File: src/sbs_regs.svh
/*
  Timing constants for the bank state tracker.
  Assumes a 40 MHz core clock; every count rounds a least time up.
*/
`ifndef SBS_REGS_SVH
`define SBS_REGS_SVH

// Core clock period in ps
`define SBS_CLK_PERIOD_PS 25000
// Times in ns
`define SBS_PRECHARGE_PERIOD_NS 20
`define SBS_ACTIVATE_TO_COLUMN_DELAY_NS 20
`define SBS_REFRESH_CYCLE_NS 70
`define SBS_MODE_LOAD_DELAY_NS 15
`define SBS_SELF_REFRESH_EXIT_DELAY_NS 70
// Burst length in clocks
`define SBS_BURST_LEN 4
// Counter width
`define SBS_CNT_W 8
// Least time in ns to whole cycles
`define SBS_CYCLES_UP(ns) ((((ns) * 1000) + `SBS_CLK_PERIOD_PS - 1) / `SBS_CLK_PERIOD_PS)

`endif

File: src/sbs_pkg.sv
/*
  Types shared by the bank state tracker and its command decoder.
  Assumes nothing beyond a SystemVerilog tool.
*/
package sbs_pkg;

  typedef enum logic [2:0] {
    BK_IDLE,
    BK_ACTIVATING,
    BK_ACTIVE,
    BK_READ,
    BK_WRITE,
    BK_READ_AP,
    BK_WRITE_AP,
    BK_PRECHARGING
  } sbs_bank_e;

  typedef enum logic [2:0] {
    DV_RUN,
    DV_REFRESH,
    DV_MODE,
    DV_PRE_ALL,
    DV_SELF_REF,
    DV_SR_EXIT
  } sbs_dev_e;

  typedef enum logic [3:0] {
    CM_INHIBIT,
    CM_NOP,
    CM_ACT,
    CM_READ,
    CM_WRITE,
    CM_TERM,
    CM_PRE,
    CM_REF,
    CM_MODE
  } sbs_cmd_e;

  typedef struct packed {
    sbs_cmd_e kind;
    logic ap;
    logic [1:0] bank;
  } sbs_cmd_s;

endpackage

File: src/sbs_bank_tracker.sv
/*
  Bank state tracker for a four bank synchronous DRAM core: follows
  each bank and the device-wide states, and flags illegal commands.
  Assumes command pins are driven on the core clock by the controller.
*/
// How it works
// - Commands count only with clock enable steady high, except refresh as enable falls, which enters self refresh
// - Idle only after precharge period elapses
// - Row active once activate delay has elapsed
// - Read/write state lasts until burst ends
// - Precharging runs precharge period, then idle
// - Activating runs activate delay, then active
// - Read with auto precharge busy until idle
// - Write with auto precharge busy until idle
// - Refresh runs cycle time, then all idle
// - Mode load runs its delay, then idle
// - Precharge all runs precharge period
// - Burst terminate hits the latest burst
// - Precharge to idle bank does nothing
// - Strobe patterns decode into commands
// - Idle bank never blocks other banks
// - Busy bank allows other-bank commands
// - Select bit high requests auto precharge
// - Select bit high precharges all banks
`timescale 1ns/1ps
`include "sbs_regs.svh"
`default_nettype none

module sbs_bank_tracker #(
  parameter int unsigned PRE_CYC = `SBS_CYCLES_UP(`SBS_PRECHARGE_PERIOD_NS),
  parameter int unsigned ACT_CYC = `SBS_CYCLES_UP(`SBS_ACTIVATE_TO_COLUMN_DELAY_NS),
  parameter int unsigned REF_CYC = `SBS_CYCLES_UP(`SBS_REFRESH_CYCLE_NS),
  parameter int unsigned MODE_CYC = `SBS_CYCLES_UP(`SBS_MODE_LOAD_DELAY_NS),
  parameter int unsigned XSR_CYC = `SBS_CYCLES_UP(`SBS_SELF_REFRESH_EXIT_DELAY_NS),
  parameter int unsigned BURST_LEN = `SBS_BURST_LEN
) (
  // Clock and reset
  input wire logic i_core_clk,
  input wire logic i_rst_n,
  // Command pins
  input wire logic i_cke,
  input wire logic i_cs_n,
  input wire logic i_ras_n,
  input wire logic i_cas_n,
  input wire logic i_we_n,
  input wire logic i_auto_precharge_select,
  input wire logic [1:0] i_bank_select,
  // State view
  output var sbs_pkg::sbs_bank_e o_bank_state [4],
  output var sbs_pkg::sbs_dev_e o_dev_state,
  output var logic o_all_idle,
  output var logic o_cmd_illegal,
  output var logic [1:0] o_burst_bank,
  output var logic o_burst_live
);

  typedef logic [`SBS_CNT_W-1:0] sbs_cnt_t;

  localparam sbs_cnt_t PRE_N = `SBS_CNT_W'(PRE_CYC - 1);
  localparam sbs_cnt_t ACT_N = `SBS_CNT_W'(ACT_CYC - 1);
  localparam sbs_cnt_t REF_N = `SBS_CNT_W'(REF_CYC - 1);
  localparam sbs_cnt_t MODE_N = `SBS_CNT_W'(MODE_CYC - 1);
  localparam sbs_cnt_t XSR_N = `SBS_CNT_W'(XSR_CYC - 1);
  localparam sbs_cnt_t BL_N = `SBS_CNT_W'(BURST_LEN - 1);
  localparam sbs_cnt_t AP_N = `SBS_CNT_W'(BURST_LEN + PRE_CYC - 1);
  localparam int PRE_C = PRE_CYC;
  localparam int ACT_C = ACT_CYC;
  localparam int REF_C = REF_CYC;
  localparam int MODE_C = MODE_CYC;
  localparam int BL_C = BURST_LEN;
  localparam int AP_C = BURST_LEN + PRE_CYC;

  sbs_pkg::sbs_cmd_s cmd;
  sbs_pkg::sbs_bank_e bank_q [4];
  sbs_pkg::sbs_bank_e bank_d [4];
  sbs_cnt_t bcnt_q [4];
  sbs_cnt_t bcnt_d [4];
  sbs_pkg::sbs_dev_e dev_q, dev_d;
  sbs_cnt_t dcnt_q, dcnt_d;
  logic cke_q, cke_d;
  logic illegal_q, illegal_d;
  logic [1:0] last_q, last_d;
  logic live_q, live_d;
  logic all_idle_q, all_idle_d;
  logic run;

  sbs_cmd_decode u_decode (
    .i_cs_n(i_cs_n),
    .i_ras_n(i_ras_n),
    .i_cas_n(i_cas_n),
    .i_we_n(i_we_n),
    .i_auto_precharge_select(i_auto_precharge_select),
    .i_bank_select(i_bank_select),
    .o_cmd(cmd)
  );

  // Command taken only with enable high now and before, device running
  assign run = cke_q && i_cke && (dev_q == sbs_pkg::DV_RUN);

  // Per-bank state record
  for (genvar g = 0; g < 4; g++) begin : g_bank
    logic hit;
    assign hit = (cmd.bank == 2'(g));

    always_comb begin
      bank_d[g] = bank_q[g];
      bcnt_d[g] = (bcnt_q[g] == '0) ? '0 : bcnt_q[g] - `SBS_CNT_W'(1);
      unique case (bank_q[g])
        sbs_pkg::BK_IDLE, sbs_pkg::BK_ACTIVE: begin
        end
        sbs_pkg::BK_ACTIVATING: begin
          if (bcnt_q[g] == '0) begin
            bank_d[g] = sbs_pkg::BK_ACTIVE;
          end
        end
        sbs_pkg::BK_PRECHARGING: begin
          if (bcnt_q[g] == '0) begin
            bank_d[g] = sbs_pkg::BK_IDLE;
          end
        end
        sbs_pkg::BK_READ, sbs_pkg::BK_WRITE: begin
          if (bcnt_q[g] == '0) begin
            bank_d[g] = sbs_pkg::BK_ACTIVE;
          end
        end
        sbs_pkg::BK_READ_AP, sbs_pkg::BK_WRITE_AP: begin
          if (bcnt_q[g] == '0) begin
            bank_d[g] = sbs_pkg::BK_IDLE;
          end
        end
      endcase
      if (run) begin
        unique case (cmd.kind)
          sbs_pkg::CM_ACT: begin
            if (hit && bank_q[g] == sbs_pkg::BK_IDLE) begin
              bank_d[g] = sbs_pkg::BK_ACTIVATING;
              bcnt_d[g] = ACT_N;
            end
          end
          sbs_pkg::CM_READ, sbs_pkg::CM_WRITE: begin
            if (hit && (bank_q[g] == sbs_pkg::BK_ACTIVE || bank_q[g] == sbs_pkg::BK_READ ||
                        bank_q[g] == sbs_pkg::BK_WRITE)) begin
              if (cmd.ap) begin
                bank_d[g] = (cmd.kind == sbs_pkg::CM_READ) ? sbs_pkg::BK_READ_AP :
                            sbs_pkg::BK_WRITE_AP;
                bcnt_d[g] = AP_N;
              end else begin
                bank_d[g] = (cmd.kind == sbs_pkg::CM_READ) ? sbs_pkg::BK_READ :
                            sbs_pkg::BK_WRITE;
                bcnt_d[g] = BL_N;
              end
            end else if (!hit) begin
              // Other bank's burst cuts this one short
              if (bank_q[g] == sbs_pkg::BK_READ || bank_q[g] == sbs_pkg::BK_WRITE) begin
                bank_d[g] = sbs_pkg::BK_ACTIVE;
              end else if ((bank_q[g] == sbs_pkg::BK_READ_AP ||
                            bank_q[g] == sbs_pkg::BK_WRITE_AP) && bcnt_q[g] > PRE_N) begin
                bcnt_d[g] = PRE_N;
              end
            end
          end
          sbs_pkg::CM_TERM: begin
            if (live_q && last_q == 2'(g) &&
                (bank_q[g] == sbs_pkg::BK_READ || bank_q[g] == sbs_pkg::BK_WRITE)) begin
              bank_d[g] = sbs_pkg::BK_ACTIVE;
            end
          end
          sbs_pkg::CM_PRE: begin
            if ((cmd.ap || hit) && (bank_q[g] == sbs_pkg::BK_ACTIVE ||
                bank_q[g] == sbs_pkg::BK_READ || bank_q[g] == sbs_pkg::BK_WRITE)) begin
              bank_d[g] = sbs_pkg::BK_PRECHARGING;
              bcnt_d[g] = PRE_N;
            end
            // Idle bank keeps its state
          end
          default: begin
          end
        endcase
      end
    end

    always_ff @(posedge i_core_clk or negedge i_rst_n) begin
      if (!i_rst_n) begin
        bank_q[g] <= sbs_pkg::BK_IDLE;
        bcnt_q[g] <= '0;
      end else begin
        bank_q[g] <= bank_d[g];
        bcnt_q[g] <= bcnt_d[g];
      end
    end

    assign o_bank_state[g] = bank_q[g];
  end

  // Device-wide state, legality and burst ownership
  always_comb begin
    logic idle_now;
    logic busy_tgt;
    logic pre_all_bad;
    sbs_pkg::sbs_bank_e tgt;
    tgt = bank_q[cmd.bank];
    busy_tgt = (tgt == sbs_pkg::BK_ACTIVATING || tgt == sbs_pkg::BK_PRECHARGING ||
                tgt == sbs_pkg::BK_READ_AP || tgt == sbs_pkg::BK_WRITE_AP);
    idle_now = 1'b1;
    pre_all_bad = 1'b0;
    for (int i = 0; i < 4; i++) begin
      if (bank_q[i] != sbs_pkg::BK_IDLE) begin
        idle_now = 1'b0;
      end
      if (bank_q[i] == sbs_pkg::BK_ACTIVATING || bank_q[i] == sbs_pkg::BK_READ_AP ||
          bank_q[i] == sbs_pkg::BK_WRITE_AP) begin
        pre_all_bad = 1'b1;
      end
    end
    dev_d = dev_q;
    dcnt_d = (dcnt_q == '0) ? '0 : dcnt_q - `SBS_CNT_W'(1);
    cke_d = i_cke;
    illegal_d = 1'b0;
    last_d = last_q;
    live_d = 1'b0;
    unique case (dev_q)
      sbs_pkg::DV_RUN: begin
        if (run) begin
          if (cmd.kind == sbs_pkg::CM_REF) begin
            dev_d = sbs_pkg::DV_REFRESH;
            dcnt_d = REF_N;
          end else if (cmd.kind == sbs_pkg::CM_MODE) begin
            dev_d = sbs_pkg::DV_MODE;
            dcnt_d = MODE_N;
          end else if (cmd.kind == sbs_pkg::CM_PRE && cmd.ap) begin
            dev_d = sbs_pkg::DV_PRE_ALL;
            dcnt_d = PRE_N;
          end
        end else if (cke_q && !i_cke && cmd.kind == sbs_pkg::CM_REF && idle_now) begin
          dev_d = sbs_pkg::DV_SELF_REF;
        end
      end
      sbs_pkg::DV_REFRESH, sbs_pkg::DV_MODE, sbs_pkg::DV_PRE_ALL, sbs_pkg::DV_SR_EXIT: begin
        if (dcnt_q == '0) begin
          dev_d = sbs_pkg::DV_RUN;
        end
        if (dev_q != sbs_pkg::DV_SR_EXIT && cke_q &&
            cmd.kind != sbs_pkg::CM_INHIBIT && cmd.kind != sbs_pkg::CM_NOP) begin
          illegal_d = 1'b1;
        end
      end
      sbs_pkg::DV_SELF_REF: begin
        if (!cke_q && i_cke) begin
          dev_d = sbs_pkg::DV_SR_EXIT;
          dcnt_d = XSR_N;
        end
      end
    endcase
    if (dev_q == sbs_pkg::DV_SR_EXIT && cmd.kind != sbs_pkg::CM_INHIBIT &&
        cmd.kind != sbs_pkg::CM_NOP) begin
      illegal_d = 1'b1;
    end
    if (run) begin
      unique case (cmd.kind)
        sbs_pkg::CM_REF, sbs_pkg::CM_MODE: illegal_d = !idle_now;
        sbs_pkg::CM_ACT: illegal_d = (tgt != sbs_pkg::BK_IDLE);
        sbs_pkg::CM_READ, sbs_pkg::CM_WRITE: begin
          illegal_d = busy_tgt || tgt == sbs_pkg::BK_IDLE;
          last_d = cmd.bank;
        end
        sbs_pkg::CM_TERM: illegal_d = !live_q;
        sbs_pkg::CM_PRE: illegal_d = cmd.ap ? pre_all_bad : busy_tgt;
        default: illegal_d = 1'b0;
      endcase
    end
    // Burst stays live while its bank is in a plain read or write
    live_d = (bank_d[last_d] == sbs_pkg::BK_READ || bank_d[last_d] == sbs_pkg::BK_WRITE);
    all_idle_d = (dev_d == sbs_pkg::DV_RUN);
    for (int i = 0; i < 4; i++) begin
      if (bank_d[i] != sbs_pkg::BK_IDLE) begin
        all_idle_d = 1'b0;
      end
    end
  end

  always_ff @(posedge i_core_clk or negedge i_rst_n) begin
    if (!i_rst_n) begin
      dev_q <= sbs_pkg::DV_RUN;
      dcnt_q <= '0;
      cke_q <= 1'b0;
      illegal_q <= 1'b0;
      last_q <= 2'h0;
      live_q <= 1'b0;
      all_idle_q <= 1'b1;
    end else begin
      dev_q <= dev_d;
      dcnt_q <= dcnt_d;
      cke_q <= cke_d;
      illegal_q <= illegal_d;
      last_q <= last_d;
      live_q <= live_d;
      all_idle_q <= all_idle_d;
    end
  end

  assign o_dev_state = dev_q;
  assign o_all_idle = all_idle_q;
  assign o_cmd_illegal = illegal_q;
  assign o_burst_bank = last_q;
  assign o_burst_live = live_q;
endmodule

`default_nettype wire

File: src/sbs_cmd_decode.sv
/*
  Command decoder: turns the four strobes, the auto precharge select
  and the bank select into one command word.
  Assumes the strobes are on the core clock; purely combinational.
*/
`timescale 1ns/1ps
`default_nettype none

module sbs_cmd_decode (
  // Command strobes
  input wire logic i_cs_n,
  input wire logic i_ras_n,
  input wire logic i_cas_n,
  input wire logic i_we_n,
  // Address bits
  input wire logic i_auto_precharge_select,
  input wire logic [1:0] i_bank_select,
  // Decoded command
  output sbs_pkg::sbs_cmd_s o_cmd
);

  always_comb begin
    o_cmd.ap = i_auto_precharge_select;
    o_cmd.bank = i_bank_select;
    if (i_cs_n) begin
      o_cmd.kind = sbs_pkg::CM_INHIBIT;
    end else begin
      unique case ({i_ras_n, i_cas_n, i_we_n})
        3'h7: o_cmd.kind = sbs_pkg::CM_NOP;
        3'h3: o_cmd.kind = sbs_pkg::CM_ACT;
        3'h5: o_cmd.kind = sbs_pkg::CM_READ;
        3'h4: o_cmd.kind = sbs_pkg::CM_WRITE;
        3'h6: o_cmd.kind = sbs_pkg::CM_TERM;
        3'h2: o_cmd.kind = sbs_pkg::CM_PRE;
        3'h1: o_cmd.kind = sbs_pkg::CM_REF;
        3'h0: o_cmd.kind = sbs_pkg::CM_MODE;
      endcase
    end
  end

endmodule

`default_nettype wire

File: config.mk
export PLATFORM = sky130hd
export DESIGN_NAME = sbs_bank_tracker
export DESIGN_NICKNAME = d
export VERILOG_FILES = /design/src/sbs_pkg.sv /design/src/sbs_bank_tracker.sv /design/src/sbs_cmd_decode.sv
export VERILOG_INCLUDE_DIRS = /design/src /design/src/src
export SDC_FILE = /design/constraint.sdc
export NUM_CORES = 1
export LEC_CHECK = 0
export ABC_AREA = 1
export BUFFER_PORTS_ARGS = -buffer_cell sky130_fd_sc_hd__buf_2
export CAP_MARGIN = 30
export CORE_MARGIN = 1.5
export CORE_UTILIZATION = 60
export CTS_BUF_LIST = sky130_fd_sc_hd__clkbuf_8
export CTS_CLUSTER_SIZE = 28
export DETAILED_ROUTE_END_ITERATION = 10
export PLACE_DENSITY = 0.79
export SYNTH_ARGS = -nofsm -noshare
export SYNTH_HDL_FRONTEND = slang
export SYNTH_HIERARCHICAL = 1
export SYNTH_SLANG_ARGS = --single-unit
File: constraint.sdc
create_clock -name i_core_clk -period 4.98 [get_ports i_core_clk]
set_input_delay 0 -clock i_core_clk [delete_from_list [all_inputs] [get_ports i_core_clk]]
set_output_delay 0 -clock i_core_clk [all_outputs]
set_load 0.01 [all_outputs]
==> results.txt <==
The overall routing resource usage was 35.04%. The fraction of synthesis flops using an asynchronous set or reset pin was 100.0%; the starting density of the core was 61.37%. Detailed placement finished with a half-perimeter wire length of 10810 um. The final hold violation count was 0; the number of post-CTS setup repair buffers was 0. Count of TritonRoute iterations in the first routing pass: 6. The met1 capacity usage during global routing was 44.99%. For the pin with the worst max-slew slack, the measured transition is 0.7662 ns. For the core area, the log shows 7647 um^2.

The via count of the first global-routing pass was 4732. The total overflow left after global routing is 0. Dominant cell type by area after synthesis: sky130_fd_sc_hd__dfrtp_1.

The most critical setup path has its startpoint at i_cas_n. At the end of routability-driven placement, the weighted congestion stood at 1.172. The run gives 0 as the number of antenna violations at the first check in global routing. 30 I/O pins were placed. In the final routed layout, each cell accounts on average for 16.18 um. The clock passes through at most 2 buffers.

From left edge to right edge, the die measures 91.44 um. The depth of the critical timing path with buffers and inverters included is 18. At the worst endpoint, the required time is 5.20 ns. The footprint of the multi-input gates is 2743 um^2. The tools report the number of clock sinks as 61. For this run, the top clock speed supported by timing is 381.4 MHz. The CTS buffer count came out at 9. Setup repair after global routing left no endpoint under its margin.

The slowest cell on the critical path was sky130_fd_sc_hd__nand2_2. Of the available clock period, the critical path in the final layout requires 52.65%. For the fraction of the yosys area taken by sequential cells, the log shows 32.55%. Wires add up to 14050 um. IR analysis of the VDD net gives a maximum drop of 0.0003004 V.

The global-route layer with the greatest usage is met2. The worst setup path is of the primary input to flip-flop kind. The quantity of I/O buffers inserted on ports was 29. Synthesis handed over a netlist of 726 instances. The run finished with clean final reports. Relative to the synthesized area, the layout overhead comes to 8.718%.

The element type at the critical path start is a primary input. In this run the critical register-to-register path is captured at o_all_idle$_DFF_PN1_. TritonCTS built the clock tree.

The kind of cell adding the most delay to the critical path is simple AND/OR/NAND/NOR gates. The critical path goes through buf_2 -> inv_1 -> ha_1 -> nor2_1 -> nor2_1 -> inv_1 -> nor2_1 -> nand2_1 -> nand2_2 -> inv_1 -> nand2_1 -> nand2_1 -> inv_1 -> o21ai_0 -> a21oi_1 -> o21ai_0 -> nand2_1 -> nor2_1. Cells with a size suffix above 1 make up 10.44% of the layout. The critical path endpoint is bcnt_q[12]$_DFF_PN0_. The worst path arrival time was 2.85 ns; the path depth of the worst reg2reg path was 12.

The logs give 6.616% for the met3 global-route usage and 44 for the count of cell types in the netlist. The run gives 0 as the number of max-slew violations in the final report. The first global-routing pass estimated 22910 um of wire.

The run gives 0 as the final setup violation count. In this run the critical register-to-register path is launched from bcnt_q[0]$_DFF_PN0_. For the latest clock arrival within the worst-skew pair, the log shows 0.35 ns. Counting both buffers and inverters, the worst setup path holds a total of 5. CTS placed an instance of sky130_fd_sc_hd__clkbuf_8 at the clock tree root. The repair_antennas step left the layout with diodes totalling 0. The logs give 3 for the number of levels the H-tree was split into and 0.002692 uW for the static leakage. The path class of the tightest hold or removal check is primary input to flip-flop.

Among all flip-flop cells after synthesis, the most frequent one is sky130_fd_sc_hd__dfrtp_1. In this run the biggest area consumer among cell types represents 31.99% of the synthesized area. The minimum period implied by the final worst setup slack works out to 2.622 ns. The most common cell in the netlist is sky130_fd_sc_hd__nand2_1.

In the global route stage, met2 resource usage came out at 57.09%. In this run, synthesis inferred 0 flip-flops with an integrated enable. The total number of yosys warnings came out at 6. The stage delay of the slowest cell on the critical path was 0.40 ns; the filler cell count was 685.

The worst slack after detailed placement was 2.126 ns. Counting flops and latches in the post-synthesis netlist gives 61. The net total in the final layout was 780; the per-cell via count in the routed design was 5.816. Setup total negative slack: 0 ns. The average instance in the mapped netlist occupies 6.465 um^2.

The tools report the pin count of the biggest net entering global routing as 62. Once detail routing completed, the nets flagged for antenna violations numbered 0. The maximum fanout along the worst path works out to 20.

Detailed-route DRC error count: 0. The placement row count came out at 32. The number of nets in the synthesized netlist is 744. Summing all flip-flop and latch instances after layout gives 1528 um^2. The floorplan step set the die height to 91.44 um. The category of the worst setup path capture point is a flip-flop.

The die covers 8361 um^2. The commonest cells after synthesis are sky130_fd_sc_hd__nand2_1, sky130_fd_sc_hd__nor2_1, sky130_fd_sc_hd__inv_1, sky130_fd_sc_hd__dfrtp_1, sky130_fd_sc_hd__nand3_1. Summing over every cut layer, the via total after detailed routing is 5048. In this run the cell area of the synthesized design comes to 4693 um^2. The DRC violation total after the first TritonRoute iteration is 715.

Max-cap violations in this run came to 0. The worst path meets setup with 2.358 ns of slack. Yosys attributes the largest share of cell area to sky130_fd_sc_hd__dfrtp_1, sky130_fd_sc_hd__nand2_1, sky130_fd_sc_hd__nor2_1, sky130_fd_sc_hd__inv_1, sky130_fd_sc_hd__nand3_1. The tools report the largest clock skew in the final design as 0.01664 ns. Dividing total power by cell area gives a power density of 509.7 nW/um^2.

Headroom to the max-slew limit came out at 48.92%. The worst-case register-to-register setup slack is 2.43 ns, and the post-CTS clock slew at the launch and capture registers of the worst setup and hold paths is 0.07 ns.
## cell usage in the layout, fill, tap and decap left out, types with 3 or more instances in the layout
cell,Yosys,routed
sky130_fd_sc_hd__inv_1,85,86
sky130_fd_sc_hd__buf_2,1,29
sky130_fd_sc_hd__o21ai_1,8,8
sky130_fd_sc_hd__o21ai_0,33,33
sky130_fd_sc_hd__ha_1,8,8
sky130_fd_sc_hd__or3_1,5,5
sky130_fd_sc_hd__clkbuf_8,0,10
sky130_fd_sc_hd__nand4_1,7,7
sky130_fd_sc_hd__xnor2_1,12,12
sky130_fd_sc_hd__nor2_1,117,117
sky130_fd_sc_hd__nor3_1,17,17
sky130_fd_sc_hd__nand2_1,220,220
sky130_fd_sc_hd__xor2_1,14,14
sky130_fd_sc_hd__nand2_2,6,6
sky130_fd_sc_hd__nand3_1,52,52
sky130_fd_sc_hd__o32ai_1,4,4
sky130_fd_sc_hd__inv_2,9,9
sky130_fd_sc_hd__nor2_2,3,3
sky130_fd_sc_hd__nand3b_1,3,3
sky130_fd_sc_hd__a21oi_1,13,13
sky130_fd_sc_hd__dfrtp_1,60,60
sky130_fd_sc_hd__o22ai_1,8,8
sky130_fd_sc_hd__nor2_4,6,6
## stage by stage
stage	total power, uW	hold slack, ns	cells	utilization [%]	area [um^2]
after floorplan	1822	-0.2956	726	-	4693
after global placement	2123	0.1678	851	64.28	4916
after detailed placement	2177	0.1696	851	64.28	4916
after CTS	2576	0.03102	868	66.72	5102
after global routing	2811	0.08513	868	66.72	5102
final	2601	0.05062	868	66.72	5102
## worst reg2reg max path, delay by kind of cell (launching register included)
family / cells / cell delay, ns
buffers and inverters: 4 / 0.40
flip-flops: 1 / 0.40
adder cells (fa/ha/maj): 1 / 0.25
AO/OA/AOI/OAI: 1 / 0.20
AND/OR/NAND/NOR: 6 / 1.23
## registers in the layout, summed over array words and instances (netlist names)
signal         count
bcnt_q            32
cke_q              1
dcnt_q             8
o_all_idle         1
o_bank_state      12
o_burst_bank       2
o_burst_live       1
o_cmd_illegal      1
o_dev_state        3
## per-layer routing
| metal | up-vias | part of all wire (%) | wire length, um |
|---|---|---|---|
| li1 | 2402 | - | - |
| met4 | 0 | 3.9 | 551 |
| met2 | 286 | 45 | 6350 |
| met1 | 2316 | 42 | 5895 |
| met5 | - | 0 | 0 |
| met3 | 44 | 8.9 | 1248 |
## area by class of cell
cell class	instances	share of cell area, %
tap	102	2.501
clock buffer	10	2.697
multi-input combinational	562	53.75
sequential	61	29.94
timing repair buffer	32	3.384
clock inverter	5	0.5640
inverter	96	7.160
## cells by family (layout without fill, tap and decap cells)
kind of cell,count (synthesis),after routing,synth area share (%)
AND/OR/NAND/NOR,444,444,40.50
buffers and inverters,103,143,9.011
AO/OA/AOI/OAI,84,84,10.96
flip-flops,61,61,32.55
XOR/XNOR,26,26,4.852
adder cells (fa/ha/maj),8,8,2.133
## report_power, final
group | internal (uW) | leakage [uW] | switching (uW)
combinational | 471 | 0.00187 | 809
sequential | 707 | 0.000732 | 218
clock | 188 | 0.0000853 | 209
## timing repair
action,4_1_cts,5_1_grt
endpoints found under the hold margin,61,0
hold buffers,2,0
resized for setup,0,0
## how the worst min path moves through the flow
stage	startpoint	end	slack, ns	cells after the start
finish	i_auto_precharge_select	bcnt_q[24]$_DFF_PN0_	0.05	2
global route	i_auto_precharge_select	bcnt_q[24]$_DFF_PN0_	0.09	2
CTS	i_auto_precharge_select	bcnt_q[24]$_DFF_PN0_	0.03	2
detailed placement	i_cke	cke_q$_DFF_PN0_	0.17	1
global placement	i_cke	cke_q$_DFF_PN0_	0.17	1
floorplan	i_rst_n	bcnt_q[0]$_DFF_PN0_	-0.30	0
Power figures use the tool's default switching activity.
